<file path="config.mk">
export PLATFORM = sky130hd
export DESIGN_NAME = reset_sequence_and_strap_capture
export DESIGN_NICKNAME = d
export VERILOG_FILES = /design/src/design/reset_seq_pkg.sv /design/src/design/sync2.sv /design/src/design/reset_sequence_and_strap_capture.sv
export SDC_FILE = /design/constraint.sdc
export NUM_CORES = 1
export LEC_CHECK = 0
export BUFFER_PORTS_ARGS = -buffer_cell sky130_fd_sc_hd__clkbuf_2
export CORE_AREA = 2 2 84 86
export CTS_CLUSTER_SIZE = 12
export DETAILED_ROUTE_END_ITERATION = 8
export DIE_AREA = 0 0 86 88
export PLACE_DENSITY = 0.76
export RECOVER_POWER = 25
export SLEW_MARGIN = 25
export SYNTH_ARGS = -nofsm -noshare
export SYNTH_HDL_FRONTEND = slang
export SYNTH_SLANG_ARGS = --single-unit
</file>
<file path="constraint.sdc">
create_clock -name clk_sys -period 4.4 [get_ports clk_sys]
set_clock_uncertainty 0.1 [all_clocks]
set_input_delay 0.88 -clock clk_sys [delete_from_list [all_inputs] [get_ports clk_sys]]
set_output_delay 0.88 -clock clk_sys [all_outputs]
set_load 0.05 [all_outputs]
</file>
<file path="src/design/reset_seq_pkg.sv">
package reset_seq_pkg;

	// reference clock rate
	localparam int unsigned CLK_FREQ_HZ = 10_000_000;
	localparam int unsigned CLK_PERIOD_NS = 1_000_000_000 / CLK_FREQ_HZ;

	// longest time from reset request release to lock indication
	localparam int unsigned LOCK_MAX_US = 10;
	localparam int unsigned LOCK_MAX_CYCLES = (LOCK_MAX_US * 1000) / CLK_PERIOD_NS;

	// lock settle delay after release, well inside the longest time
	localparam int unsigned LOCK_DELAY_CYCLES = 32;

	// lock held low after the internal watchdog reset ends, in reference clocks
	localparam int unsigned WDOG_HOLD_CYCLES = 24;

	// internal watchdog reset pulse length
	localparam int unsigned WDOG_RESET_CYCLES = 4;

	localparam int unsigned CNT_W = 8;
	localparam logic [CNT_W-1:0] CNT_ZERO = 8'h00;
	localparam logic [CNT_W-1:0] CNT_ONE = 8'h01;

	localparam int unsigned STRAP_W = 25;
	localparam logic [STRAP_W-1:0] STRAP_RESET = 25'h0000000;

	// position of the warm reset flag in the timer status word
	localparam int unsigned WARM_FLAG_BIT = 4;
	localparam int unsigned TSTAT_W = 8;
	localparam logic [TSTAT_W-1:0] TSTAT_RESET = 8'h00;

	typedef enum logic [1:0] {
		CAUSE_COLD,
		CAUSE_WARM,
		CAUSE_SOFT
	} reset_cause_type;

	typedef struct packed {
		logic core_reset;
		logic pll_reset;
		logic boot_go;
		logic lock;
	} reset_out_type;

endpackage : reset_seq_pkg

</file>
<file path="src/design/sync2.sv">
`timescale 1ns/1ps
module sync2 (
	input wire logic clk_sys,
	input wire logic rst,
	input wire logic async_in,
	output logic sync_out
);
	logic meta_q;
	logic meta_d;
	logic sync_q;
	logic sync_d;

	always_comb begin
		meta_d = async_in;
		sync_d = meta_q;
	end

	// reset value 0 so a held-low reset pin reads asserted from the start
	always_ff @(posedge clk_sys or posedge rst) begin
		if (rst) begin
			meta_q <= 1'b0;
			sync_q <= 1'b0;
		end else begin
			meta_q <= meta_d;
			sync_q <= sync_d;
		end
	end

	assign sync_out = sync_q;
endmodule : sync2

</file>
<file path="src/design/reset_sequence_and_strap_capture.sv">
// Summary of operation
// - Lock rises within 10 us of reset request rising, and boot waits for lock.
// - The straps are latched when reset request rises.
// - Lock drops at the next edge on a watchdog event, and two clocks later on reset request or power-on reset.
// - Lock stays low about 24 reference clocks after the watchdog reset ends.
// - Warm reset returns the sequencer to hold with the core in reset; the clock loop keeps running and the straps are latched again when reset request rises.
// - The warm flag reads 1 after a watchdog reset and 0 after a warm or cold reset.
`timescale 1ns/1ps
module reset_sequence_and_strap_capture
	import reset_seq_pkg::*;
(
	input wire logic clk_sys,
	input wire logic rst,
	input wire logic power_on_reset_n,
	input wire logic reset_request_n,
	input wire logic watchdog_event,
	input wire logic [STRAP_W-1:0] expansion_address_straps,
	output reset_out_type reset_out,
	output logic [STRAP_W-1:0] strap_config,
	output logic [TSTAT_W-1:0] timer_status
);

	////////////////////////////////////////////////////////////////////////////
	// pin synchronisers
	// two flops on both reset pins add two clocks to their lock and drop times, but no logic sees them metastable

	logic por_n_s;
	logic req_n_s;

	sync2 u_sync_por (
		.clk_sys(clk_sys),
		.rst(rst),
		.async_in(power_on_reset_n),
		.sync_out(por_n_s)
	);

	sync2 u_sync_req (
		.clk_sys(clk_sys),
		.rst(rst),
		.async_in(reset_request_n),
		.sync_out(req_n_s)
	);

	// straps share the same two-flop path so they line up with the request edge
	logic [STRAP_W-1:0] strap_m_q;
	logic [STRAP_W-1:0] strap_m_d;
	logic [STRAP_W-1:0] strap_s_q;
	logic [STRAP_W-1:0] strap_s_d;

	always_comb begin
		strap_m_d = expansion_address_straps;
		strap_s_d = strap_m_q;
	end

	always_ff @(posedge clk_sys or posedge rst) begin
		if (rst) begin
			strap_m_q <= STRAP_RESET;
			strap_s_q <= STRAP_RESET;
		end else begin
			strap_m_q <= strap_m_d;
			strap_s_q <= strap_s_d;
		end
	end

	////////////////////////////////////////////////////////////////////////////
	// sequencer

	// core held in reset and boot blocked until the sequence has run
	localparam reset_out_type OUT_RESET = '{
		core_reset: 1'b1,
		pll_reset: 1'b1,
		boot_go: 1'b0,
		lock: 1'b0
	};

	typedef enum logic [2:0] {
		ST_COLD,
		ST_HOLD,
		ST_LOCK_WAIT,
		ST_RUN,
		ST_WDOG,
		ST_WDOG_HOLD
	} seq_state_type;

	seq_state_type state_q;
	seq_state_type state_d;
	logic [CNT_W-1:0] cnt_q;
	logic [CNT_W-1:0] cnt_d;
	logic req_n_prev_q;
	logic req_n_prev_d;
	reset_cause_type cause_q;
	reset_cause_type cause_d;
	logic pll_running_q;
	logic pll_running_d;
	logic [STRAP_W-1:0] strap_q;
	logic [STRAP_W-1:0] strap_d;
	reset_out_type out_q;
	reset_out_type out_d;
	logic [TSTAT_W-1:0] tstat_q;
	logic [TSTAT_W-1:0] tstat_d;
	logic req_rise;

	always_comb begin
		state_d = state_q;
		cnt_d = cnt_q;
		cause_d = cause_q;
		pll_running_d = pll_running_q;
		strap_d = strap_q;
		tstat_d = tstat_q;
		req_n_prev_d = req_n_s;
		// edge taken from the synchronised copy, never from the pin
		req_rise = req_n_s & ~req_n_prev_q;
		out_d = out_q;

		if (!por_n_s) begin
			// cold: the clock loop restarts as well
			state_d = ST_COLD;
			cause_d = CAUSE_COLD;
			pll_running_d = 1'b0;
			cnt_d = CNT_ZERO;
		end else if (!req_n_s) begin
			// warm: the clock loop is left running, so relock is quicker
			state_d = ST_HOLD;
			// only a loop that has locked once makes this warm; a request that
			// toggles during the cold sequence must not cut the cold settle time
			if (pll_running_q) begin
				cause_d = CAUSE_WARM;
			end
			cnt_d = CNT_ZERO;
		end else begin
			unique case (state_q)
				ST_COLD, ST_HOLD: begin
					if (req_rise) begin
						strap_d = strap_s_q;
						state_d = ST_LOCK_WAIT;
						cnt_d = CNT_ZERO;
					end
				end
				ST_LOCK_WAIT: begin
					cnt_d = cnt_q + CNT_ONE;
					// a running clock loop needs no settle time
					if (pll_running_q || cnt_q == CNT_W'(LOCK_DELAY_CYCLES - 1)) begin
						state_d = ST_RUN;
						pll_running_d = 1'b1;
					end
				end
				ST_RUN: begin
					// a watchdog outside run is ignored, the core is already held in every state but watchdog hold
					if (watchdog_event) begin
						state_d = ST_WDOG;
						cause_d = CAUSE_SOFT;
						cnt_d = CNT_ZERO;
					end
				end
				ST_WDOG: begin
					// internal watchdog reset: core held, clock loop untouched
					cnt_d = cnt_q + CNT_ONE;
					if (cnt_q == CNT_W'(WDOG_RESET_CYCLES - 1)) begin
						state_d = ST_WDOG_HOLD;
						cnt_d = CNT_ZERO;
					end
				end
				ST_WDOG_HOLD: begin
					// core released, lock still low while the core settles
					cnt_d = cnt_q + CNT_ONE;
					if (cnt_q == CNT_W'(WDOG_HOLD_CYCLES - 1)) begin
						state_d = ST_RUN;
					end
				end
				// an illegal code falls back to the cold state, with the clock loop left running if it was
				default: begin
					state_d = ST_COLD;
				end
			endcase
		end

		// warm flag follows the cause of the last reset
		tstat_d = TSTAT_RESET;
		tstat_d[WARM_FLAG_BIT] = (cause_d == CAUSE_SOFT);

		// lock is computed from the next state so it drops in the same edge
		out_d.lock = (state_d == ST_RUN);
		// boot released by the same term as lock, so it can never lead it
		out_d.boot_go = (state_d == ST_RUN);
		out_d.core_reset = (state_d != ST_RUN) && (state_d != ST_WDOG_HOLD);
		out_d.pll_reset = ~pll_running_d;
	end

	// register only; every next value comes from the process above
	always_ff @(posedge clk_sys or posedge rst) begin
		if (rst) begin
			state_q <= ST_COLD;
			cnt_q <= CNT_ZERO;
			cause_q <= CAUSE_COLD;
			pll_running_q <= 1'b0;
			strap_q <= STRAP_RESET;
			tstat_q <= TSTAT_RESET;
			req_n_prev_q <= 1'b0;
			out_q <= OUT_RESET;
		end else begin
			state_q <= state_d;
			cnt_q <= cnt_d;
			cause_q <= cause_d;
			pll_running_q <= pll_running_d;
			strap_q <= strap_d;
			tstat_q <= tstat_d;
			req_n_prev_q <= req_n_prev_d;
			out_q <= out_d;
		end
	end

	assign reset_out = out_q;
	assign strap_config = strap_q;
	assign timer_status = tstat_q;

endmodule : reset_sequence_and_strap_capture

</file>
==> impl_metrics.toml, run 1 <==
[global_route]
antenna_found_initial = 0
overflow = 0
track_usage_pct = 16.1
grt_pass1_vias = 1916
grt_pass1_wl_mm = 9.18
grt_max_degree = 76

[final_layout]
fillers = 516
n_antenna_cell = 0
seq_area_sq_um = 2450
nNetsFinal = 323
design_area_sq_um = 3990
multi_input_area_sq_um = 867
drive_gt1_share_pct = 38.0
syn2layout_area_growth_pct = 14.5

[worst_setup_path]
critPathCaptureType = "flop"
crit_family = "simple AND/OR/NAND/NOR gates"
r2r_setup_slack_ns = 2.05
r2r-end = "strap_config[10]"
required_ns = 4.54
reg2regPathDepth = 3
crit_chain = "nor4_4 -> buf_4 -> mux2_2"
reg2reg_from = "state_q[2]"
crit_arrival_ns = 2.49
cpPeakStageDelay_ns = 0.89
worst_setup_path_start_kind = "flop"
critical_path_class = "flop to flop"
cpMaxStageDelayCell = "nor4_4"
cp_max_fo = 13
path_buf_inv = 1

[power_and_ir_drop]
power_per_cell_area_nw_per_um2 = 475
combPwrFrac_pct = 17.9
seqPwrFrac_pct = 53.5
intPower_mw = 1.29
p_leak_nw = 1.82
p_sw_share_pct = 31.7
power_switching_uw = 601
peakVddDrop_mv = 0.186
pwr-share-clk_pct = 28.6

[floorplanning]
die-area_sq_um = 7570
die_w_um = 86
num_io_pins = 67
design.core.area_sq_um = 6640
rows = 30
initial_core_util_pct = 52.4
die_h_um = 88

[place]
place_congestion = 0.786
port-buffer-count = 59
dp_hpwl_mm = 3.83
place_area_sq_um = 3790

[synth]
ys_seq_area_share_pct = 70.5
synthCells = 230
async_reset_ff_share_pct = 100
synth.avg_cell_area_sq_um = 15.1
synth_edf_count = 0
synth_warnings = 0
synth.distinct_cells = 52
syn-cell-area_sq_um = 3480
ys_ff_latch = 98
ys.flop_type = "dfrtp_1"

[cts]
hold_buffers = 0
cts_resized = 0
cts.clk_slew.worst_paths_ns = 0.10
cts_tree = "yes"
worstSkewPairLatency_ns = 0.35
root_buffer = "clkbuf_8"
numCtsBuffers = 9
cts_sinks = 98
clockBufferDepth = 2
htreeDepth = 3
cts_setup_buffers = 0

[routing]
ant_nets = 0
wl_per_cell_um = 14.7
routed_via_density = 5.15
via_count = 1943
drcViolationCount = 0
first_iter_violations = 144
drt_wl_total_mm = 5.53
drtPass1Iterations = 4

[hold_path]
hold_depth = 0
hp-class = "flop to flop"
whs_endpoint = "strap_s_q[3]"
min-delay-start = "strap_m_q[3]"

[sta]
period_share_pct = 53.4
tns_ns = 0
max_freq_mhz = 426
hold_violations = 0
finalSetupViolations = 0
rsz0062_at_grt = "false"
relSlewSlack_pct = 36.7
worst_slew_pin_slew_ns = 0.942
slew_viol_final = 0
min_period_ns = 2.35

[job]
cap_violations = 0

[outcome]
outcome = "complete, no violations"
-- state kept, by name (all words and copies together) (netlist names) --
| signal | flops |
|---|---|
| strap_config | 25 |
| strap_m_q | 25 |
| strap_s_q | 25 |
| cnt_q | 8 |
| reset_out | 3 |
| state_q | 3 |
| cause_q | 2 |
| pll_running_q | 1 |
| req_n_prev_q | 1 |
| timer_status | 1 |
| u_sync_por.meta_q | 1 |
| u_sync_por.sync_out | 1 |
| u_sync_req.meta_q | 1 |
| u_sync_req.sync_out | 1 |
-- area by class of cell --
| class | count | share of cell area (%) |
|---|---|---|
| clock buffer | 10 | 3.45 |
| clock inverter | 6 | 1.41 |
| inverter | 15 | 1.48 |
| multi-input combinational | 107 | 21.8 |
| sequential | 98 | 61.6 |
| tap | 80 | 2.51 |
| timing repair buffer | 61 | 7.79 |
-- stage by stage --
step                      power (mW)  hold WS, ns  setup WS [ns]  std cells  utilization, %
after global placement          1.37        0.231           2.09        361            57.1
after global routing            1.98        0.262           1.94        377            60.0
after floorplan                 1.29        0.231          0.861        236               -
after CTS                       1.92        0.249           2.02        377            60.0
final                           1.89        0.245           2.05        377            60.0
after detailed placement        1.38        0.235           2.04        361            57.1
-- worst max path at each step --
stage	from	end	slack, ns	depth (start not counted)
after floorplan	rst	cause_q[0]	0.86	1
after global placement	state_q[2]	strap_config[17]	2.09	3
after detailed placement	state_q[2]	strap_config[10]	2.04	3
after CTS	state_q[2]	strap_config[10]	2.02	3
after global routing	state_q[2]	strap_config[17]	1.94	3
final	state_q[2]	strap_config[10]	2.05	3
-- cell usage after synthesis (2+ instances only) --
| library cell | n | share of area [%] |
|---|---|---|
| nand4_1 | 4 | 0.72 |
| o21ai_0 | 5 | 0.72 |
| and2_1 | 5 | 0.90 |
| nor2b_1 | 4 | 0.72 |
| nand2_1 | 3 | 0.32 |
| inv_1 | 14 | 1.5 |
| dfstp_2 | 2 | 1.5 |
| nor2_1 | 5 | 0.54 |
| dfrtp_1 | 96 | 69 |
| o2111ai_1 | 3 | 0.75 |
| o221ai_1 | 6 | 1.5 |
| mux2_2 | 23 | 7.4 |
| buf_4 | 11 | 2.4 |
| buf_6 | 3 | 0.97 |
| o21a_1 | 2 | 0.43 |
| and3_1 | 2 | 0.36 |
| o211ai_1 | 2 | 0.43 |
| a221oi_1 | 2 | 0.50 |
| mux2_1 | 2 | 0.65 |
| nand3_1 | 4 | 0.58 |
-- routing by layer --
metal / global-route usage (%) / wire (um) / up-vias
li1: - / - / 922
met1: 20.8 / 2450 / 961
met2: 25.4 / 2700 / 54
met3: 5.37 / 308 / 6
met4: 6.49 / 72 / 0
met5: 0 / 0 / -
-- cells by family after synthesis --
group | after synthesis | synth area share (%)
mux | 26 | 8.38
flops | 98 | 70.5
buf+inv | 31 | 5.21
simple gates | 41 | 7.91
other cells | 1 | 0.108
fa+ha+maj | 1 | 0.359
compound gates | 32 | 7.51
-- cell usage in the layout (no fill, tap or decap), drive strengths merged, types with 2 or more instances in the layout --
cell type / instances
dfrtp: 96
clkbuf: 69
mux2: 25
inv: 18
conb: 7
o21ai: 7
o221ai: 6
and2: 6
nor2: 5
nor2b: 4
nand4: 4
nand3: 4
nand2: 4
o2111ai: 3
nor4: 3
a221oi: 2
o211ai: 2
and3: 2
o21a: 2
clkinv: 2
buf: 2
dfstp: 2
a22oi: 2
nor3: 2
-- power by group through the flow --
stage | registers (mW) | clock network, mW | logic (mW)
final | 1.01 | 0.542 | 0.338
after global routing | 1.02 | 0.598 | 0.358
after CTS | 1.02 | 0.564 | 0.343
after detailed placement | 1.03 | 0 | 0.342
after global placement | 1.03 | 0 | 0.338
after floorplan | 1.20 | 0 | 0.0971
-- worst reg2reg max path, cell delays in order, from the launching register on --
cell and delay, ns:
dfrtp_1 0.52, nor4_4 0.89, buf_4 0.36, mux2_2 0.37
No activity file was read; power rests on OpenSTA's default activity.
==> inputs of run 2 (changes only) <==
Settings changed: ABC_AREA set to 1, CORE_AREA 2 2 84 86 to 2 2 89 91, DIE_AREA 0 0 86 88 to 0 0 91 93, PLACE_DENSITY 0.76 to 0.73.
Clock period 4.4 ns to 2 ns, I/O delays scaled along.
==> impl_metrics.toml, run 2 <==
[worst_setup_path]
critPathCaptureType = "flop"
required_ns = 2.13
critical_path_class = "flop to flop"
cpPeakStageDelay_ns = 0.54
reg2regPathDepth = 4
worst_setup_path_start_kind = "flop"
r2r-end = "strap_config[0]"
reg2reg_from = "u_sync_req.sync_out"
crit_chain = "inv_4 -> nor2_8 -> nand3_4 -> mux2_4"
cp-endpoint = "strap_config[0]"
cp_max_fo = 25
cpMaxStageDelayCell = "dfrtp_1"
critical_path.startpoint = "u_sync_req.sync_out"
crit_arrival_ns = 1.96
r2r_setup_slack_ns = 0.18

[synth]
synth_edf_count = 0
ys_ff_latch = 98
syn-cell-area_sq_um = 3550
yosysTopAreaCell = "dfrtp_1"
yosysTopAreaCellShare_pct = 67.7
synth_warnings = 0
synth.most_common_cell = "dfrtp_1"
ys_top_cells_by_area = "dfrtp_1 68%, mux2_4 8.5%, nand2_1 4.2%"
synthCells = 273
ys.flop_type = "dfrtp_1"
synth.distinct_cells = 24
ys_top_cells_by_count = "96 x dfrtp_1, 40 x nand2_1, 27 x inv_1, 20 x mux2_4"
ys_seq_area_share_pct = 69.2
async_reset_ff_share_pct = 100
synth.avg_cell_area_sq_um = 13.0

[cts]
numCtsBuffers = 9
hold_buffers = 1
root_buffer = "clkbuf_8"
cts.clk_slew.worst_paths_ns = 0.09
cts_setup_buffers = 0
clockBufferDepth = 2
cts_tree = "yes"
htreeDepth = 3
cts_sinks = 98
cts_resized = 0
worstSkewPairLatency_ns = 0.35

[sta]
period_share_pct = 91.1
min_period_ns = 1.82
max_freq_mhz = 549
worst_slew_pin_slew_ns = 1.04
hold_violations = 0
relSlewSlack_pct = 30.1
slew_viol_final = 0
rsz0062_at_grt = "false"
finalSetupViolations = 0
tns_ns = 0

[floorplanning]
die_h_um = 93
die_w_um = 91
die-area_sq_um = 8460
num_io_pins = 67
design.core.area_sq_um = 7530
initial_core_util_pct = 47.1
rows = 32

[power_and_ir_drop]
peakVddDrop_mv = 0.601
power_per_cell_area_nw_per_um2 = 1040
p_leak_nw = 2.14
power_mw = 4.31

[final_layout]
n_antenna_cell = 0
final_cell_mix = "96 x dfrtp_1, 58 x clkbuf_2, 40 x nand2_1, 26 x inv_1, 20 x mux2_4"
final_common_cell = "dfrtp_1"
fillers = 653
multi_input_area_sq_um = 907
nNetsFinal = 371
syn2layout_area_growth_pct = 16.9
drive_gt1_share_pct = 30.4
seq_area_sq_um = 2450

[job]
cap_violations = 0

[routing]
drtPass1Iterations = 4
routed_via_density = 4.60
wl_per_cell_um = 12.5
drt_wl_total_mm = 5.55
first_iter_violations = 117
ant_nets = 0
drcViolationCount = 0
via_count = 2042

[place]
dp_hpwl_mm = 3.88
port-buffer-count = 59
place_congestion = 0.828

[outcome]
outcome = "complete, no violations"

[global_route]
antenna_found_initial = 0
grt_max_degree = 49
grt_pass1_vias = 2088
grt_pass1_wl_mm = 9.69
track_usage_pct = 14.8
overflow = 0

[hold_path]
hp-class = "input pin to flop"
-- run 2: cell count changes after synthesis, moves of 5 or more --
cell,previous run,this run
and2_1,5,0
inv_1,14,27
mux2_2,23,5
mux2_4,0,20
nand2_1,3,40
nand3_1,4,19
nor2_1,5,19
o21ai_0,5,10
o221ai_1,6,0
-- run 2: metal layers --
layer	part of all wire [%]	track usage (%)	vias up
met3	5.2	4.35	12
met4	2.1	6.44	0
met1	44	18.9	994
met5	0	0	-
met2	48	23.6	51
li1	-	-	985
-- run 2: final cells by class --
class	instances	area share [%]
sequential	98	59.2
multi-input combinational	140	21.9
timing repair buffer	63	8.48
clock buffer	10	3.08
tap	102	3.08
inverter	28	2.63
clock inverter	3	1.63
-- run 2: through the flow --
| stage | hold slack, ns | setup WS [ns] | instances | instance area (sq um) | utilization [%] |
|---|---|---|---|---|---|
| after floorplan | 0.231 | 0.340 | 279 | 3570 | - |
| after global placement | 0.232 | 0.228 | 430 | 3940 | 52.4 |
| after detailed placement | 0.235 | 0.178 | 430 | 3940 | 52.4 |
| after CTS | 0.0341 | 0.167 | 444 | 4150 | 55.1 |
| after global routing | 0.0291 | 0.0656 | 444 | 4150 | 55.1 |
| final | 0.0531 | 0.178 | 444 | 4150 | 55.1 |
-- run 2: cell families (layout without fill, tap and decap cells) --
group	after synthesis	count (layout)	synth area share, %
DFF	98	98	69.2
and+or+nand+nor	87	87	11.1
buffers and inverters	41	104	5.86
muxes	26	26	10.3
AOI/OAI and AO/OA	16	16	2.33
xor gates and xnor gates	3	3	0.741
adders and majority gates	1	1	0.353
other	1	7	0.106
-- run 2: report_power, final --
| group | total [mW] | internal [mW] | switching (mW) |
|---|---|---|---|
| Combinational | 0.801 | 0.240 | 0.561 |
| Sequential | 2.23 | 2.14 | 0.0835 |
| Clock | 1.28 | 0.684 | 0.600 |
-- run 2: worst max-delay path: cells and delay by family (launching register included) --
family                 cells  cell delay [ns]
flip-flops                 1             0.54
buffers and inverters      1             0.10
AND/OR/NAND/NOR            2             0.51
multiplexers               1             0.44
-- run 2: worst min-delay path by stage --
stage,from,to,slack (ns),depth (start not counted)
final,expansion_address_straps[7],strap_m_q[7],0.05,1
after global routing,expansion_address_straps[3],strap_m_q[3],0.03,1
after CTS,expansion_address_straps[8],strap_m_q[8],0.03,1
after detailed placement,strap_m_q[11],strap_s_q[11],0.23,0
after global placement,strap_m_q[14],strap_s_q[14],0.23,0
after floorplan,strap_m_q[0],strap_s_q[0],0.23,0
